<file path="config.mk">
export PLATFORM = sky130hd
export DESIGN_NAME = cic_timer
export DESIGN_NICKNAME = d
export VERILOG_FILES = /design/src/shared/cic_pkg.sv /design/src/shared/cic_trig_if.sv /design/src/design/cic_noise_filter.sv /design/src/design/cic_timer.sv
export SDC_FILE = /design/constraint.sdc
export NUM_CORES = 1
export LEC_CHECK = 0
export CORE_MARGIN = 3
export CORE_UTILIZATION = 60
export DETAILED_ROUTE_END_ITERATION = 8
export DONT_BUFFER_PORTS = 1
export HOLD_SLACK_MARGIN = 0.1
export PLACE_DENSITY_LB_ADDON = 0.1
export SLEW_MARGIN = 20
export SYNTH_ARGS = -nofsm -noshare
export SYNTH_HDL_FRONTEND = slang
export SYNTH_SLANG_ARGS = --single-unit
</file>
<file path="constraint.sdc">
create_clock -name ref_clk -period 4.05 [get_ports ref_clk]
set_input_delay 0.2025 -clock ref_clk [delete_from_list [all_inputs] [get_ports ref_clk]]
set_output_delay 0.2025 -clock ref_clk [all_outputs]
set_load 0.02 [all_outputs]
</file>
<file path="src/shared/cic_pkg.sv">
package cic_pkg;
	localparam int ADDR_W = 4;
	localparam logic [ADDR_W-1:0] OFS_CTRL_A  = 4'h0;
	localparam logic [ADDR_W-1:0] OFS_CTRL_B  = 4'h1;
	localparam logic [ADDR_W-1:0] OFS_CNT_LO  = 4'h2;
	localparam logic [ADDR_W-1:0] OFS_CNT_HI  = 4'h3;
	localparam logic [ADDR_W-1:0] OFS_CAP_LO  = 4'h4;
	localparam logic [ADDR_W-1:0] OFS_CAP_HI  = 4'h5;
	localparam logic [ADDR_W-1:0] OFS_FLAGS   = 4'h6;
	localparam logic [ADDR_W-1:0] OFS_IRQ_EN  = 4'h7;
	localparam logic [ADDR_W-1:0] OFS_CMP_CS  = 4'h8;
	localparam int BIT_WGM_LO  = 0;
	localparam int BIT_CS      = 0;
	localparam int BIT_WGM_HI  = 3;
	localparam int BIT_EDGE    = 6;
	localparam int BIT_NF_EN   = 7;
	localparam int BIT_OVF     = 0;
	localparam int BIT_CAPF    = 5;
	localparam int BIT_CMP_SEL = 2;
	localparam logic [7:0] CTRL_RST = 8'h00;
	localparam logic [15:0] MAX_VAL = 16'hffff;
	localparam logic [15:0] TOP_8   = 16'h00ff;
	localparam logic [15:0] TOP_9   = 16'h01ff;
	localparam logic [15:0] TOP_10  = 16'h03ff;
	localparam int NF_SAMPLES = 4;
	localparam logic [9:0] DIV_8    = 10'h007;
	localparam logic [9:0] DIV_64   = 10'h03f;
	localparam logic [9:0] DIV_256  = 10'h0ff;
	localparam logic [9:0] DIV_1024 = 10'h3ff;
	typedef enum logic [2:0] {
		CS_STOP, CS_DIV1, CS_DIV8, CS_DIV64, CS_DIV256, CS_DIV1024, CS_EXT_FALL, CS_EXT_RISE
	} cic_cs_t;
endpackage

</file>
<file path="src/shared/cic_trig_if.sv">
interface cic_trig_if;
	logic raw;
	logic filter_en;
	logic qualified;
	modport core (output raw, output filter_en, input qualified);
	modport filt (input raw, input filter_en, output qualified);
endinterface

</file>
<file path="src/design/cic_noise_filter.sv">
module cic_noise_filter
	import cic_pkg::*;
(
	input wire logic ref_clk,
	input wire logic rst_n,
	cic_trig_if.filt trig
);
	logic [NF_SAMPLES-1:0] samples;
	logic                  out_q;

	// sampling runs on the system clock, never on the prescaled tick
	always_ff @(posedge ref_clk) begin
		if (!rst_n) begin
			samples <= '0;
		end else begin
			samples <= {samples[NF_SAMPLES-2:0], trig.raw};
		end
	end

	// enabled path waits for four equal samples: four cycles more than bypass
	always_ff @(posedge ref_clk) begin
		if (!rst_n) begin
			out_q <= 1'b0;
		end else if (!trig.filter_en) begin
			out_q <= trig.raw;
		end else if (&samples || ~|samples) begin
			out_q <= samples[0];
		end
	end
	assign trig.qualified = out_q;
endmodule // cic_noise_filter

</file>
<file path="src/design/cic_timer.sv">
// How it works
// - each tick counter steps up or down by one, or clears to zero.
// - top flag when count equals top, bottom flag when count is zero.
// - count in low and high byte locations; high goes via holding register.
// - reading low byte loads holding register with the counter upper byte.
// - writing low byte loads upper byte from holding register, same cycle.
// - clock select zero stops ticks; count stays readable and writable.
// - bus write to count beats clear or step in that cycle.
// - waveform mode field, split over both control registers, picks sequence.
// - overflow flag set per mode and can raise an interrupt request.
// - trigger is capture pin, or comparator output when select bit set.
// - qualifying edge copies full 16-bit count into capture register.
// - capture flag sets in the same cycle as the copy.
// - flag requests interrupt when enabled; cleared by service or writing one.
// - capture low read first loads holding register; high read returns it.
// - capture register writable only in modes using it as top.
// - changing trigger source may capture; software clears flag afterwards.
// - filter output changes only after four equal consecutive samples.
// - filter enable adds exactly four system cycles of latency.
// - filter runs on system clock, not the prescaled tick.
// - capture disabled in modes using capture register as top.
// - every new event overwrites the capture register.
module cic_timer
	import cic_pkg::*;
#(
	parameter int DATA_W = 32
) (
	input  wire logic              ref_clk,
	input  wire logic              rst_n,
	input  wire logic [ADDR_W-1:0] avs_address,
	input  wire logic              avs_read,
	input  wire logic              avs_write,
	input  wire logic [DATA_W-1:0] avs_writedata,
	input  wire logic [3:0]        avs_byteenable,
	output logic      [DATA_W-1:0] avs_readdata,
	output logic                   avs_waitrequest,
	input  wire logic              capture_input_pin,
	input  wire logic              comparator_output,
	input  wire logic              external_count_pin,
	input  wire logic              overflow_irq_ack,
	input  wire logic              capture_irq_ack,
	output logic                   overflow_irq,
	output logic                   capture_irq,
	output logic                   top_hit,
	output logic                   bottom_hit
);
	logic [7:0]  timer_control_a;
	logic [7:0]  timer_control_b;
	logic [7:0]  comparator_control_status;
	logic [7:0]  irq_enable;
	logic [15:0] count_value;
	logic [15:0] capture_register;
	logic [7:0]  holding;
	logic        overflow_flag;
	logic        capture_flag;
	logic        count_down;
	logic        wait_done;
	logic [9:0]  prescale;
	logic        ext_prev;
	logic        trig_prev;
	logic        timer_tick;
	logic [3:0]  waveform_mode_field;
	logic [2:0]  clock_select_field;
	logic [15:0] top_val;
	logic        req;
	logic        first_edge;
	logic        wr_go;
	logic        rd_first;
	logic        lane0;
	logic [7:0]  wbyte;
	logic        edge_seen;
	logic        capture_go;
	logic        ovf_event;
	logic        cnt_write;
	logic [15:0] next_count;
	logic        next_down;
	logic [7:0]  rd_byte;

	cic_trig_if trig ();

	function automatic logic [15:0] top_of(input logic [3:0] m, input logic [15:0] icr);
		case (m)
			4'h1, 4'h5: top_of = TOP_8;
			4'h2, 4'h6: top_of = TOP_9;
			4'h3, 4'h7: top_of = TOP_10;
			4'h8, 4'ha, 4'hc, 4'he: top_of = icr;
			default: top_of = MAX_VAL;
		endcase
	endfunction

	function automatic logic uses_icr(input logic [3:0] m);
		uses_icr = (m == 4'h8) || (m == 4'ha) || (m == 4'hc) || (m == 4'he);
	endfunction

	function automatic logic dual_slope(input logic [3:0] m);
		dual_slope = (m >= 4'h1 && m <= 4'h3) || (m >= 4'h8 && m <= 4'hb);
	endfunction

	function automatic logic single_top(input logic [3:0] m);
		single_top = (m >= 4'h5 && m <= 4'h7) || (m == 4'he) || (m == 4'hf);
	endfunction

	assign waveform_mode_field = {timer_control_b[BIT_WGM_HI+1:BIT_WGM_HI],
		timer_control_a[BIT_WGM_LO+1:BIT_WGM_LO]};
	assign clock_select_field = timer_control_b[BIT_CS+2:BIT_CS];
	assign top_val = top_of(waveform_mode_field, capture_register);

	// one wait state: readdata is registered on the first edge, answer on the second
	assign req = avs_read | avs_write;
	assign first_edge = req && !wait_done;
	assign avs_waitrequest = first_edge;
	assign wr_go = avs_write && wait_done;
	assign rd_first = avs_read && first_edge;
	assign lane0 = avs_byteenable[0];
	assign wbyte = avs_writedata[7:0];

	always_ff @(posedge ref_clk) begin
		if (!rst_n) begin
			wait_done <= 1'b0;
		end else begin
			wait_done <= first_edge;
		end
	end

	always_comb begin
		rd_byte = 8'h00;
		if (avs_address == OFS_CTRL_A) begin
			rd_byte = timer_control_a;
		end else if (avs_address == OFS_CTRL_B) begin
			rd_byte = timer_control_b;
		end else if (avs_address == OFS_CNT_LO) begin
			rd_byte = count_value[7:0];
		end else if (avs_address == OFS_CNT_HI || avs_address == OFS_CAP_HI) begin
			rd_byte = holding;
		end else if (avs_address == OFS_CAP_LO) begin
			rd_byte = capture_register[7:0];
		end else if (avs_address == OFS_FLAGS) begin
			rd_byte[BIT_OVF] = overflow_flag;
			rd_byte[BIT_CAPF] = capture_flag;
		end else if (avs_address == OFS_IRQ_EN) begin
			rd_byte = irq_enable;
		end else if (avs_address == OFS_CMP_CS) begin
			rd_byte = comparator_control_status;
		end
	end

	always_ff @(posedge ref_clk) begin
		if (!rst_n) begin
			avs_readdata <= '0;
		end else if (rd_first) begin
			avs_readdata <= {{(DATA_W-8){1'b0}}, rd_byte};
		end
	end

	always_ff @(posedge ref_clk) begin
		if (!rst_n) begin
			timer_control_a <= CTRL_RST;
			timer_control_b <= CTRL_RST;
			irq_enable <= CTRL_RST;
			comparator_control_status <= CTRL_RST;
		end else if (wr_go && lane0) begin
			if (avs_address == OFS_CTRL_A) begin
				timer_control_a <= wbyte;
			end else if (avs_address == OFS_CTRL_B) begin
				timer_control_b <= wbyte;
			end else if (avs_address == OFS_IRQ_EN) begin
				irq_enable <= wbyte;
			end else if (avs_address == OFS_CMP_CS) begin
				comparator_control_status <= wbyte;
			end
		end
	end

	// holding register shared by count and capture high bytes
	always_ff @(posedge ref_clk) begin
		if (!rst_n) begin
			holding <= 8'h00;
		end else if (rd_first && avs_address == OFS_CNT_LO) begin
			holding <= count_value[15:8];
		end else if (rd_first && avs_address == OFS_CAP_LO) begin
			holding <= capture_register[15:8];
		end else if (wr_go && lane0 &&
				(avs_address == OFS_CNT_HI || avs_address == OFS_CAP_HI)) begin
			holding <= wbyte;
		end
	end

	// prescaler free-runs; the divided ticks therefore have a random first phase
	always_ff @(posedge ref_clk) begin
		if (!rst_n) begin
			prescale <= '0;
			ext_prev <= 1'b0;
		end else begin
			prescale <= prescale + 10'h001;
			ext_prev <= external_count_pin;
		end
	end

	always_comb begin
		case (cic_cs_t'(clock_select_field))
			CS_DIV1:     timer_tick = 1'b1;
			CS_DIV8:     timer_tick = (prescale[2:0] & DIV_8[2:0]) == DIV_8[2:0];
			CS_DIV64:    timer_tick = (prescale[5:0] & DIV_64[5:0]) == DIV_64[5:0];
			CS_DIV256:   timer_tick = (prescale[7:0] & DIV_256[7:0]) == DIV_256[7:0];
			CS_DIV1024:  timer_tick = prescale == DIV_1024;
			CS_EXT_FALL: timer_tick = ext_prev && !external_count_pin;
			CS_EXT_RISE: timer_tick = !ext_prev && external_count_pin;
			default:     timer_tick = 1'b0;
		endcase
	end

	assign top_hit = count_value == top_val;
	assign bottom_hit = count_value == 16'h0000;
	assign cnt_write = wr_go && lane0 && avs_address == OFS_CNT_LO;

	always_comb begin
		next_count = count_value;
		next_down = count_down;
		ovf_event = 1'b0;
		if (dual_slope(waveform_mode_field)) begin
			if (top_hit) begin
				next_down = 1'b1;
			end else if (bottom_hit) begin
				next_down = 1'b0;
				ovf_event = 1'b1;
			end
			next_count = next_down ? count_value - 16'h0001
				: count_value + 16'h0001;
		end else if (top_hit) begin
			next_count = 16'h0000;
			next_down = 1'b0;
			ovf_event = single_top(waveform_mode_field)
				|| count_value == MAX_VAL;
		end else begin
			next_count = count_value + 16'h0001;
			next_down = 1'b0;
		end
	end

	always_ff @(posedge ref_clk) begin
		if (!rst_n) begin
			count_value <= 16'h0000;
			count_down <= 1'b0;
		end else if (cnt_write) begin
			count_value <= {holding, wbyte};
		end else if (timer_tick) begin
			count_value <= next_count;
			count_down <= next_down;
		end
	end

	// capture path: source select, filter, edge detector
	assign trig.raw = comparator_control_status[BIT_CMP_SEL]
		? comparator_output : capture_input_pin;
	assign trig.filter_en = timer_control_b[BIT_NF_EN];

	cic_noise_filter u_filter (
		.ref_clk (ref_clk),
		.rst_n   (rst_n),
		.trig    (trig)
	);

	always_ff @(posedge ref_clk) begin
		if (!rst_n) begin
			trig_prev <= 1'b0;
		end else begin
			trig_prev <= trig.qualified;
		end
	end

	assign edge_seen = timer_control_b[BIT_EDGE] ? (trig.qualified && !trig_prev)
		: (!trig.qualified && trig_prev);
	assign capture_go = edge_seen && !uses_icr(waveform_mode_field);

	always_ff @(posedge ref_clk) begin
		if (!rst_n) begin
			capture_register <= 16'h0000;
		end else if (capture_go) begin
			capture_register <= count_value;
		end else if (wr_go && lane0 && avs_address == OFS_CAP_LO &&
				uses_icr(waveform_mode_field)) begin
			capture_register <= {holding, wbyte};
		end
	end

	// set wins over a clear in the same cycle so no event is lost
	always_ff @(posedge ref_clk) begin
		if (!rst_n) begin
			capture_flag <= 1'b0;
			overflow_flag <= 1'b0;
		end else begin
			if (capture_go) begin
				capture_flag <= 1'b1;
			end else if (capture_irq_ack ||
					(wr_go && lane0 && avs_address == OFS_FLAGS && wbyte[BIT_CAPF])) begin
				capture_flag <= 1'b0;
			end
			if (timer_tick && ovf_event && !cnt_write) begin
				overflow_flag <= 1'b1;
			end else if (overflow_irq_ack ||
					(wr_go && lane0 && avs_address == OFS_FLAGS && wbyte[BIT_OVF])) begin
				overflow_flag <= 1'b0;
			end
		end
	end

	assign capture_irq = capture_flag && irq_enable[BIT_CAPF];
	assign overflow_irq = overflow_flag && irq_enable[BIT_OVF];
endmodule // cic_timer

</file>
==> Implementation_results.wiki, run 1 <==
{| class="wikitable"
! Metric !! Value
|-
| Run status || finished clean
|-
| WHS || 110.8 ps
|-
| Sort of element at the end of the critical path || flip-flop
|-
| Core Box Area || 0.009819 mm^2
|-
| Clock buffer depth || 2
|-
| Pwr/cell area || 291.5 mW/mm^2
|-
| Effective utilization at floorplan || 61.99%
|-
| Width of the chip || 106.7 um
|-
| Fillers || 877
|-
| Clock net sink count || 101
|-
| Count of unresolved DRC violations after routing || 0
|-
| DP HPWL || 12940 um
|-
| Arrival @ worst endpoint || 3840 ps
|-
| Timing startpoint of the critical path || timer_control_a[0]
|-
| Share of synthesized registers carrying an async set or reset || 0%
|-
| Number of ports placed on the die boundary || 86
|-
| Initial detailed-routing violation count || 840
|-
| Number of enable flip-flop cells after synthesis || 0
|-
| CTS Buf Count || 9
|-
| Crit start category || flip-flop
|-
| Count of antenna diodes in the layout || 0
|-
| # Max-Cap Violations || 0
|-
| Highest cell delay on the worst timing path || 690 ps
|-
| Share of final-layout standard cells stronger than drive strength 1 || 5.122%
|-
| Die area || 0.01139 mm^2
|-
| Number of warnings issued by yosys || 0
|-
| Final core utilization || 64.67%
|-
| 1st-pass router iterations || 8
|-
| Post-CTS Hold Buffers || 16
|-
| Flops & latches, synth || 101
|-
| Maximum number of pins on one net before global-route repair || 92
|-
| Post-synth top area share || 33.22%
|-
| Main flop type after synthesis || sky130_fd_sc_hd__dfxtp_1
|-
| Type of the worst setup path || flip-flop to flip-flop
|-
| Worst IR Drop VDD || 0.0002789 V
|-
| H-Tree Depth || 3
|-
| Peak clock frequency supported by timing || 0.2819 GHz
|-
| Antenna violations before repair || 0
|-
| Total detailed-routing wirelength || 19010 um
|-
| Sequential area share after synthesis || 33.22%
|-
| Dominant cells by area after synthesis || sky130_fd_sc_hd__dfxtp_1 33%, sky130_fd_sc_hd__nand2_1 8.6%, sky130_fd_sc_hd__a21boi_0 5.1%, sky130_fd_sc_hd__nand3_1 4.6%, sky130_fd_sc_hd__o211a_1 3.6%
|-
| Post-synthesis to final-layout area growth || 4.317%
|-
| Total negative slack for setup checks || 0 ps
|-
| Clk_skew || 17.22 ps
|-
| Data required time at the worst endpoint || 4340 ps
|-
| Number of buffers inserted by post-CTS setup repair || 0
|-
| Critical path peak fanout || 18
|-
| Die height || 106.7 um
|-
| Total power draw || 1851 uW
|-
| Net total in the final layout || 831
|-
| Vias || 6062
|-
| Total count of max-transition violations in the final report || 0
|-
| Last weighted congestion value of the routability-driven placer || 0.9816
|-
| Wire per inst || 20.80 um
|-
| Number of library cell types mapped by synthesis || 71
|-
| Average cell area after synthesis || 7.609 um^2
|-
| Clock root cell || sky130_fd_sc_hd__clkbuf_8
|-
| Transition time of the tightest slew-check pin || 840.9 ps
|-
| Number of hold violations in the final report || 0
|-
| Post-placement setup slack || 573.8 ps
|-
| Post-cts sizing count || 0
|-
| Clock latency of the later-clocked register in the worst-skew pair || 380 ps
|-
| Overflow left after global routing || 0
|-
| Number of global-route vias before repair || 5434
|-
| Global-route wire length before repair || 29640 um
|-
| Worst-path cell with the longest stage delay || sky130_fd_sc_hd__dfxtp_1
|-
| Dominant cell type by area after synthesis || sky130_fd_sc_hd__dfxtp_1
|-
| Unrepaired setup endpoints after global routing || no
|-
| Final setup violating endpoints || 0
|-
| Ordered cell list for the critical path || nand2b_4 -> a2bb2oi_1 -> xnor2_1 -> nand4_1 -> nor4_4 -> a21o_1 -> mux2_2 -> or3_1 -> o211ai_1
|-
| R2r setup slk || 500 ps
|-
| Startpoint of the tightest hold check path || avs_address[1]
|-
| Final min period || 3547 ps
|-
| TritonCTS clock tree || built
|-
| Headroom to the max-slew limit || 43.51%
|-
| Period Utilization, post-route || 87.58%
|-
| Min-Delay Path Class || primary input to flip-flop
|-
| Number of cells produced by synthesis || 800
|-
| Clock transition at the register clock pins on the worst setup and hold paths after CTS || 90 ps
|-
| Combined global-route utilization of all metal layers || 33.50%
|-
| Standard-cell rows || 36
|-
| Worst setup margin || 503.1 ps
|-
| Routed Antenna Nets || 0
|-
| Port Buffers || 0
|-
| Worst reg2reg path startpoint || timer_control_a[0]
|-
| Routed vias/inst || 6.632
|-
| Static leakage power || 0.002439 uW
|-
| Mapped cell area || 0.006087 mm^2
|}
==> state kept, by name (all words and copies together), names as in the netlist, 8 cells and up <==
| signal | flops |
|---|---|
| capture_register | 16 |
| count_value | 16 |
| prescale | 10 |
| avs_readdata | 8 |
| comparator_control_status | 8 |
| holding | 8 |
| irq_enable | 8 |
| timer_control_a | 8 |
| timer_control_b | 8 |
==> final cells by class <==
| cell class | count | area (um^2) | share of cell area [%] |
|---|---|---|---|
| Multi-Input combinational cell | 617 | 3646 | 57.42 |
| Inverter | 22 | 82.58 | 1.300 |
| Clock inverter | 4 | 48.80 | 0.7685 |
| Sequential cell | 101 | 2022 | 31.84 |
| Timing Repair Buffer | 26 | 252.7 | 3.980 |
| Tap cell | 133 | 166.4 | 2.621 |
| Clock buffer | 11 | 131.4 | 2.069 |
==> cell usage after synthesis, drive strengths merged, types with 11 or more instances <==
cell	n
nand2	139
dfxtp	101
nand3	56
clkbuf	47
nor2	45
a21boi	41
a21oi	40
buf	36
o21ai	25
and2	22
inv	22
o211a	22
nor3	21
o211ai	15
a22oi	13
and3	11
==> power by group <==
part           internal [uW]  leakage [uW]  total, uW  switching, uW
clock network            284     0.0000936        633            350
logic                   61.4       0.00153        171            110
registers               1020      0.000819       1050           31.3
==> cell usage in the layout (no fill, tap or decap), types with 5 or more instances in the layout <==
cell type and instances:
sky130_fd_sc_hd__nand2_1 138, sky130_fd_sc_hd__dfxtp_1 101, sky130_fd_sc_hd__nand3_1 56, sky130_fd_sc_hd__nor2_1 45, sky130_fd_sc_hd__a21boi_0 41, sky130_fd_sc_hd__a21oi_1 40
sky130_fd_sc_hd__o21ai_0 25, sky130_fd_sc_hd__conb_1 24, sky130_fd_sc_hd__inv_1 22, sky130_fd_sc_hd__o211a_1 22, sky130_fd_sc_hd__and2_1 21, sky130_fd_sc_hd__nor3_1 20
sky130_fd_sc_hd__o211ai_1 15, sky130_fd_sc_hd__dlygate4sd3_1 15, sky130_fd_sc_hd__a22oi_1 13, sky130_fd_sc_hd__and3_1 11, sky130_fd_sc_hd__buf_4 10, sky130_fd_sc_hd__nand4_1 9
sky130_fd_sc_hd__xnor2_1 9, sky130_fd_sc_hd__a31oi_1 9, sky130_fd_sc_hd__clkbuf_8 9, sky130_fd_sc_hd__a211oi_1 8, sky130_fd_sc_hd__nor4_1 7, sky130_fd_sc_hd__o22ai_1 7
sky130_fd_sc_hd__nand2b_1 6, sky130_fd_sc_hd__o31a_1 6, sky130_fd_sc_hd__or3_1 6, sky130_fd_sc_hd__nand3b_1 6, sky130_fd_sc_hd__ha_1 5
==> logic make-up after synthesis <==
| group | Yosys count | share of synthesized area [%] |
|---|---|---|
| DFF | 101 | 33.22 |
| muxes | 9 | 1.706 |
| xor gates and xnor gates | 13 | 1.871 |
| other | 1 | 0.06161 |
| buffers and inverters | 105 | 8.551 |
| AOI/OAI and AO/OA | 218 | 25.82 |
| and+or+nand+nor | 348 | 27.75 |
| adders and majority gates | 5 | 1.028 |
==> worst paths after layout <==
kind | to | depth (start not counted)
min | overflow_flag | 3
min reg2reg | u_filter.samples[2] | 1
max reg2reg | count_value[4] | 9
max | count_value[4] | 9
==> layer usage <==
metal  up-vias  part of all wire (%)  track usage, %
met1      2829                    41           46.16
li1       2772                     -               -
met2       382                    43           49.87
met5         -                     0               0
met3        79                    12           9.091
met4         0                   4.0           13.15
==> through the flow <==
step	cell area, um^2	cells
2_1_floorplan	6173	823
3_3_place_gp	5989	883
3_5_place_dp	5989	883
4_1_cts	6347	914
5_1_grt	6350	914
6_report	6350	914
==> worst max-delay path, delay by kind of cell, from the launching register on <==
kind | cells | cell delay, ps
AOI/OAI and AO/OA | 3 | 880
xor gates and xnor gates | 1 | 140
DFF | 1 | 690
muxes | 1 | 410
and+or+nand+nor | 4 | 1350
Note: power is estimated with default switching activity, not from simulation.
==> run 2, diff against run 1 <==
BUFFER_PORTS_ARGS = -buffer_cell sky130_fd_sc_hd__buf_2   (was unset)
DONT_BUFFER_PORTS = unset   (was 1)
==> run 2 against run 1 <==
Against the previous run: sequential share of layout area shrank 0.17 points; non-clock buffer count grew 20; flip-flop and latch count unchanged; worst hold slack better by 62 ps; global-route usage shrank 1.7 points; clock-buffer cell count stayed put; critical path type unchanged; critical endpoint unchanged; largest cell class unchanged.
==> Implementation_results.wiki, run 2 (synthesis results as in run 1) <==
{| class="wikitable"
! Metric !! Value
|-
| Headroom to the max-slew limit || 34.04%
|-
| Number of global-route vias before repair || 5554
|-
| Final core utilization || 65.02%
|-
| Net total in the final layout || 851
|-
| Post-placement setup slack || 675.3 ps
|-
| Last weighted congestion value of the routability-driven placer || 0.9990
|-
| Global-route wire length before repair || 28530 um
|-
| Critical path peak fanout || 18
|-
| Die area || 0.01139 mm^2
|-
| Post-Route M1 WL || 7245 um
|-
| Clock buffer depth || 2
|-
| Fillers || 905
|-
| DP HPWL || 12640 um
|-
| Combined global-route utilization of all metal layers || 31.78%
|-
| Max Used Layer || met4
|-
| Share of final-layout standard cells stronger than drive strength 1 || 9.227%
|-
| Port Buffers || 34
|-
| Width of the chip || 106.7 um
|-
| Total power draw || 1897 uW
|-
| Post-synthesis to final-layout area growth || 4.892%
|-
| Total count of max-transition violations in the final report || 0
|-
| Maximum number of pins on one net before global-route repair || 67
|-
| DR WL met3 || 1892 um
|-
| Clk_skew || 14.41 ps
|-
| Data required time at the worst endpoint || 4370 ps
|-
| Post-cts sizing count || 0
|-
| Number of ports placed on the die boundary || 86
|-
| Period Utilization, post-route || 86.29%
|-
| Vias || 5983
|-
| Number of buffers inserted by post-CTS setup repair || 0
|-
| Wire length on met2 || 8024 um
|-
| Min-Delay Path Class || primary input to flip-flop
|-
| Die height || 106.7 um
|-
| Worst setup margin || 555.1 ps
|-
| Count of antenna diodes in the layout || 0
|-
| CTS Buf Count || 9
|-
| Clock root cell || sky130_fd_sc_hd__clkbuf_8
|-
| Antenna violations before repair || 0
|-
| Total detailed-routing wirelength || 17690 um
|-
| Routed vias/inst || 6.399
|-
| Top flop regs || capture_register: 16 flops, count_value: 16 flops, prescale: 10 flops
|-
| Wire per inst || 18.92 um
|-
| Routed Antenna Nets || 0
|-
| Effective utilization at floorplan || 61.99%
|-
| Arrival @ worst endpoint || 3810 ps
|-
| Total negative slack for setup checks || 0 ps
|-
| Final setup violating endpoints || 0
|-
| Clock net sink count || 101
|-
| Unrepaired setup endpoints after global routing || no
|-
| Most used cells in the layout excluding fill and tap cells || 138 x sky130_fd_sc_hd__nand2_1, 101 x sky130_fd_sc_hd__dfxtp_1, 56 x sky130_fd_sc_hd__nand3_1, 45 x sky130_fd_sc_hd__nor2_1, 41 x sky130_fd_sc_hd__a21boi_0
|-
| Run status || finished clean
|-
| Peak clock frequency supported by timing || 0.2861 GHz
|-
| Number of hold violations in the final report || 0
|-
| Most common cell after layout, fill and taps aside || sky130_fd_sc_hd__nand2_1
|-
| Crit start category || flip-flop
|-
| Clock latency of the later-clocked register in the worst-skew pair || 390 ps
|-
| Static leakage power || 0.002520 uW
|-
| Count of unresolved DRC violations after routing || 0
|-
| Core Box Area || 0.009819 mm^2
|-
| H-Tree Depth || 3
|-
| Worst-path cell with the longest stage delay || sky130_fd_sc_hd__dfxtp_1
|-
| 1st-pass router iterations || 6
|-
| Final min period || 3495 ps
|-
| Sort of element at the end of the critical path || flip-flop
|-
| Pwr/cell area || 297.1 mW/mm^2
|-
| Ordered cell list for the critical path || nand2b_4 -> a2bb2oi_1 -> xnor2_1 -> nand4_1 -> nor4_4 -> a21o_1 -> mux2_2 -> or3_1 -> o211ai_1
|-
| Clock transition at the register clock pins on the worst setup and hold paths after CTS || 100 ps
|-
| Initial detailed-routing violation count || 556
|-
| # Max-Cap Violations || 0
|-
| Type of the worst setup path || flip-flop to flip-flop
|-
| Transition time of the tightest slew-check pin || 981.9 ps
|-
| TritonCTS clock tree || built
|-
| Overflow left after global routing || 0
|-
| Standard-cell rows || 36
|-
| Highest cell delay on the worst timing path || 690 ps
|-
| Worst IR Drop VDD || 0.0002896 V
|}
run 2: through the flow:
stage	area (um^2)	hold WS (ps)	cells
2_1_floorplan	6173	324.2	823
3_5_place_dp	6152	444.9	916
5_1_grt	6385	161.4	935
3_3_place_gp	6152	429.7	916
4_1_cts	6382	156.0	935
6_report	6385	172.3	935
run 2: path summary, 6_finish.rpt:
kind	start	endpoint	slack (ps)	depth (start not counted)
max	timer_control_a[0]	count_value[4]	560	9
min	avs_writedata[1]	timer_control_b[1]	170	3
max reg2reg	timer_control_a[0]	count_value[4]	560	9
min reg2reg	u_filter.samples[1]	u_filter.samples[2]	460	1
run 2: worst max-delay path: cells and delay by family (launching register included):
kind,cells,cell delay (ps)
DFF,1,690
xor gates and xnor gates,1,140
and+or+nand+nor,4,1370
AOI/OAI and AO/OA,3,830
muxes,1,410
run 2: final cells by class:
cell class | instances | area, um^2 | area share, %
tap | 133 | 166.4 | 2.606
clock buffer | 11 | 141.4 | 2.214
clock inverter | 5 | 58.81 | 0.9210
timing repair buffer | 46 | 267.8 | 4.194
multi-input combinational | 617 | 3646 | 57.10
sequential | 101 | 2022 | 31.67
inverter | 22 | 82.58 | 1.293
run 2: layer usage:
metal / vias up / global-route usage, %
li1: 2813 / -
met4: 0 / 12.88
met5: - / 0
met2: 317 / 49.10
met1: 2797 / 41.00
met3: 56 / 10.36
run 2: where the power goes:
group	switching (uW)	total, uW	leakage, uW	internal (uW)
clock network	362	666	0.0000959	304
registers	22.5	1040	0.000819	1020
logic	130	193	0.00161	63.1
run 2: repair_timing:
item	in CTS	in global routing
endpoints found under the hold margin	3	0
setup endpoints to repair	0	0
hold buffers	3	0
==> run 3, diff against run 2 <==
BUFFER_PORTS_ARGS = unset   (was -buffer_cell sky130_fd_sc_hd__buf_2)
DONT_BUFFER_PORTS = 1   (was unset)
GPL_TIMING_DRIVEN = 0   (was unset)
REMOVE_ABC_BUFFERS = 1   (was unset)
==> run 3 against run 2 <==
Against the previous run: register-to-register slack worse by 240 ps; power rose by 1.1%; sequential share of layout area down 0.074 points; clock skew up 1.6 ps; cell count is 2.4% lower; fmax down 6.5%; die area unchanged; design area rose by 0.24%; combinational power down 9%; clock power up 4.4%; wire length increased by 6.0%; critical path type unchanged; non-clock buffer count decreased by 22; critical endpoint unchanged.
==> Implementation_results.wiki, run 3 (synthesis results as in run 1) <==
{| class="wikitable"
! Metric !! Value
|-
| Run status || finished clean
|-
| Global-route wire length before repair || 29570 um
|-
| Transition time of the tightest slew-check pin || 977.6 ps
|-
| WHS || 103.5 ps
|-
| Data required time at the worst endpoint || 4370 ps
|-
| Antenna violations before repair || 0
|-
| Total negative slack for setup checks || 0 ps
|-
| Buffer and inverter count on the worst path || 0
|-
| CTS Buf Count || 9
|-
| Worst IR Drop VDD || 0.0003498 V
|-
| Static leakage power || 0.002445 uW
|-
| Share of final-layout standard cells stronger than drive strength 1 || 5.513%
|-
| Period Utilization, post-route || 92.33%
|-
| Crit start category || flip-flop
|-
| Total count of max-transition violations in the final report || 0
|-
| Most common cell after layout, fill and taps aside || sky130_fd_sc_hd__nand2_1
|-
| 1st-pass router iterations || 6
|-
| Number of ports placed on the die boundary || 86
|-
| CP delay by family, top || simple AND/OR/NAND/NOR gates
|-
| Total detailed-routing wirelength || 18750 um
|-
| Reg-to-reg critical path endpoint || count_value[4]
|-
| Maximum number of pins on one net before global-route repair || 92
|-
| Final setup violating endpoints || 0
|-
| Combined global-route utilization of all metal layers || 33.07%
|-
| Footprint of the multi-input gates || 0.003671 mm^2
|-
| Number of hold violations in the final report || 0
|-
| Ordered cell list for the critical path || nand2b_4 -> a2bb2oi_1 -> xnor2_1 -> nand4_1 -> nor4_4 -> a21o_1 -> mux2_2 -> or3_1 -> o211ai_1
|-
| Critical path peak fanout || 20
|-
| Pwr/cell area || 299.7 mW/mm^2
|-
| Number of logic stages on the critical path including buffering || 9
|-
| Clock transition at the register clock pins on the worst setup and hold paths after CTS || 100 ps
|-
| Worst-path cell with the longest stage delay || sky130_fd_sc_hd__dfxtp_1
|-
| Met3 demand-to-capacity share in global routing || 6.863%
|-
| Routed Antenna Nets || 0
|-
| Core Box Area || 0.009819 mm^2
|-
| Routing usage on met2 || 50.90%
|-
| Clock latency of the later-clocked register in the worst-skew pair || 400 ps
|-
| Startpoint of the tightest hold check path || avs_writedata[4]
|-
| Most utilized layer in the global route result || met2
|-
| Type of the worst setup path || flip-flop to flip-flop
|-
| Min-Delay Path Class || primary input to flip-flop
|-
| Register Area || 0.002022 mm^2
|-
| Routed vias/inst || 6.616
|-
| Net total in the final layout || 829
|-
| Filler-free cell count of the finished design || 913
|-
| Wire per inst || 20.54 um
|-
| Number of placed cells counting well taps || 878
|-
| Count of antenna diodes in the layout || 0
|-
| Last weighted congestion value of the routability-driven placer || 0.9512
|-
| Highest cell delay on the worst timing path || 700 ps
|-
| Clk_skew || 16.00 ps
|-
| Clock buffer depth || 2
|-
| Width of the chip || 106.7 um
|-
| Number of global-route vias before repair || 5526
|-
| Post-synthesis to final-layout area growth || 5.139%
|-
| Sort of element at the end of the critical path || flip-flop
|-
| DP HPWL || 12700 um
|-
| Fillers || 863
|-
| Hold endpoint || capture_register[4]
|-
| Post-cts sizing count || 0
|-
| TritonCTS clock tree || built
|-
| Initial detailed-routing violation count || 604
|-
| Count of unresolved DRC violations after routing || 0
|-
| Most used cells in the layout excluding fill and tap cells || 138 x sky130_fd_sc_hd__nand2_1, 101 x sky130_fd_sc_hd__dfxtp_1, 56 x sky130_fd_sc_hd__nand3_1, 45 x sky130_fd_sc_hd__nor2_1, 41 x sky130_fd_sc_hd__a21boi_0
|-
| Headroom to the max-slew limit || 34.32%
|-
| Clock net sink count || 101
|-
| Met1 GRT Util || 44.75%
|-
| Standard-cell rows || 36
|-
| Worst reg2reg path startpoint || timer_control_a[0]
|-
| Effective utilization at floorplan || 61.99%
|-
| Arrival @ worst endpoint || 4060 ps
|-
| Cell depth of the worst hold path || 3
|-
| Clock root cell || sky130_fd_sc_hd__clkbuf_8
|-
| Die area || 0.01139 mm^2
|-
| Unrepaired setup endpoints after global routing || no
|-
| Overflow left after global routing || 0
|-
| # Max-Cap Violations || 0
|-
| R2r setup slk || 310 ps
|-
| Vias || 6040
|-
| H-Tree Depth || 3
|-
| Final min period || 3739 ps
|-
| Port Buffers || 0
|-
| Top flop regs || capture_register: 16 flops, count_value: 16 flops, prescale: 10 flops
|-
| Peak clock frequency supported by timing || 0.2674 GHz
|-
| R2R depth || 9
|-
| Die height || 106.7 um
|}
==> run 3: worst reg2reg max path, stage by stage, from the launching register on <==
cell	delay [ps]
sky130_fd_sc_hd__dfxtp_1	700
sky130_fd_sc_hd__nand2b_4	370
sky130_fd_sc_hd__a2bb2oi_1	220
sky130_fd_sc_hd__xnor2_1	140
sky130_fd_sc_hd__nand4_1	180
sky130_fd_sc_hd__nor4_4	540
sky130_fd_sc_hd__a21o_1	700
sky130_fd_sc_hd__mux2_2	430
sky130_fd_sc_hd__or3_1	310
sky130_fd_sc_hd__o211ai_1	90
==> run 3: per-stage QoR <==
stage	utilization [%]	cell area, um^2	power [uW]	worst slack, ps
final	65.18	6400	1918	310.8
after global placement	60.10	5902	1192	375.1
after floorplan	-	5736	1165	1018
after CTS	65.05	6387	1909	409.1
after detailed placement	60.92	5982	1200	422.1
after global routing	65.18	6400	1975	63.54
==> run 3: where the power goes <==
part	internal, uW	switching (uW)
registers	1020	31.3
logic	63.5	113
clock network	320	375
==> run 3: layout make-up <==
class                           count  share of cell area, %
Sequential cell                   101                  31.59
Clock inverter                      5                 0.8798
Clock buffer                       11                  2.366
Timing Repair Buffer               24                  3.910
Tap cell                          133                  2.600
Multi-Input combinational cell    617                  57.36
Inverter                           22                  1.290
==> run 3: worst max path at each step <==
stage / endpoint / startpoint / slack [ps]
after floorplan: count_value[4] / timer_control_a[0] / 1020
after global placement: count_value[15] / avs_address[0] / 380
after detailed placement: count_value[4] / timer_control_a[0] / 420
after CTS: count_value[4] / timer_control_a[0] / 410
after global routing: count_value[4] / timer_control_a[0] / 60
final: count_value[4] / timer_control_a[0] / 310
==> run 3: metal layers <==
metal	vias up	share of wire [%]
met5	-	0
met1	2856	42
met4	0	3.7
met2	348	45
met3	60	9.8
li1	2776	-
==> run 3: what timing repair did <==
action / in CTS / in global routing
hold buffers: 18 / 1
hold endpoints to repair: 96 / 1
buffers inserted: 0 / 0
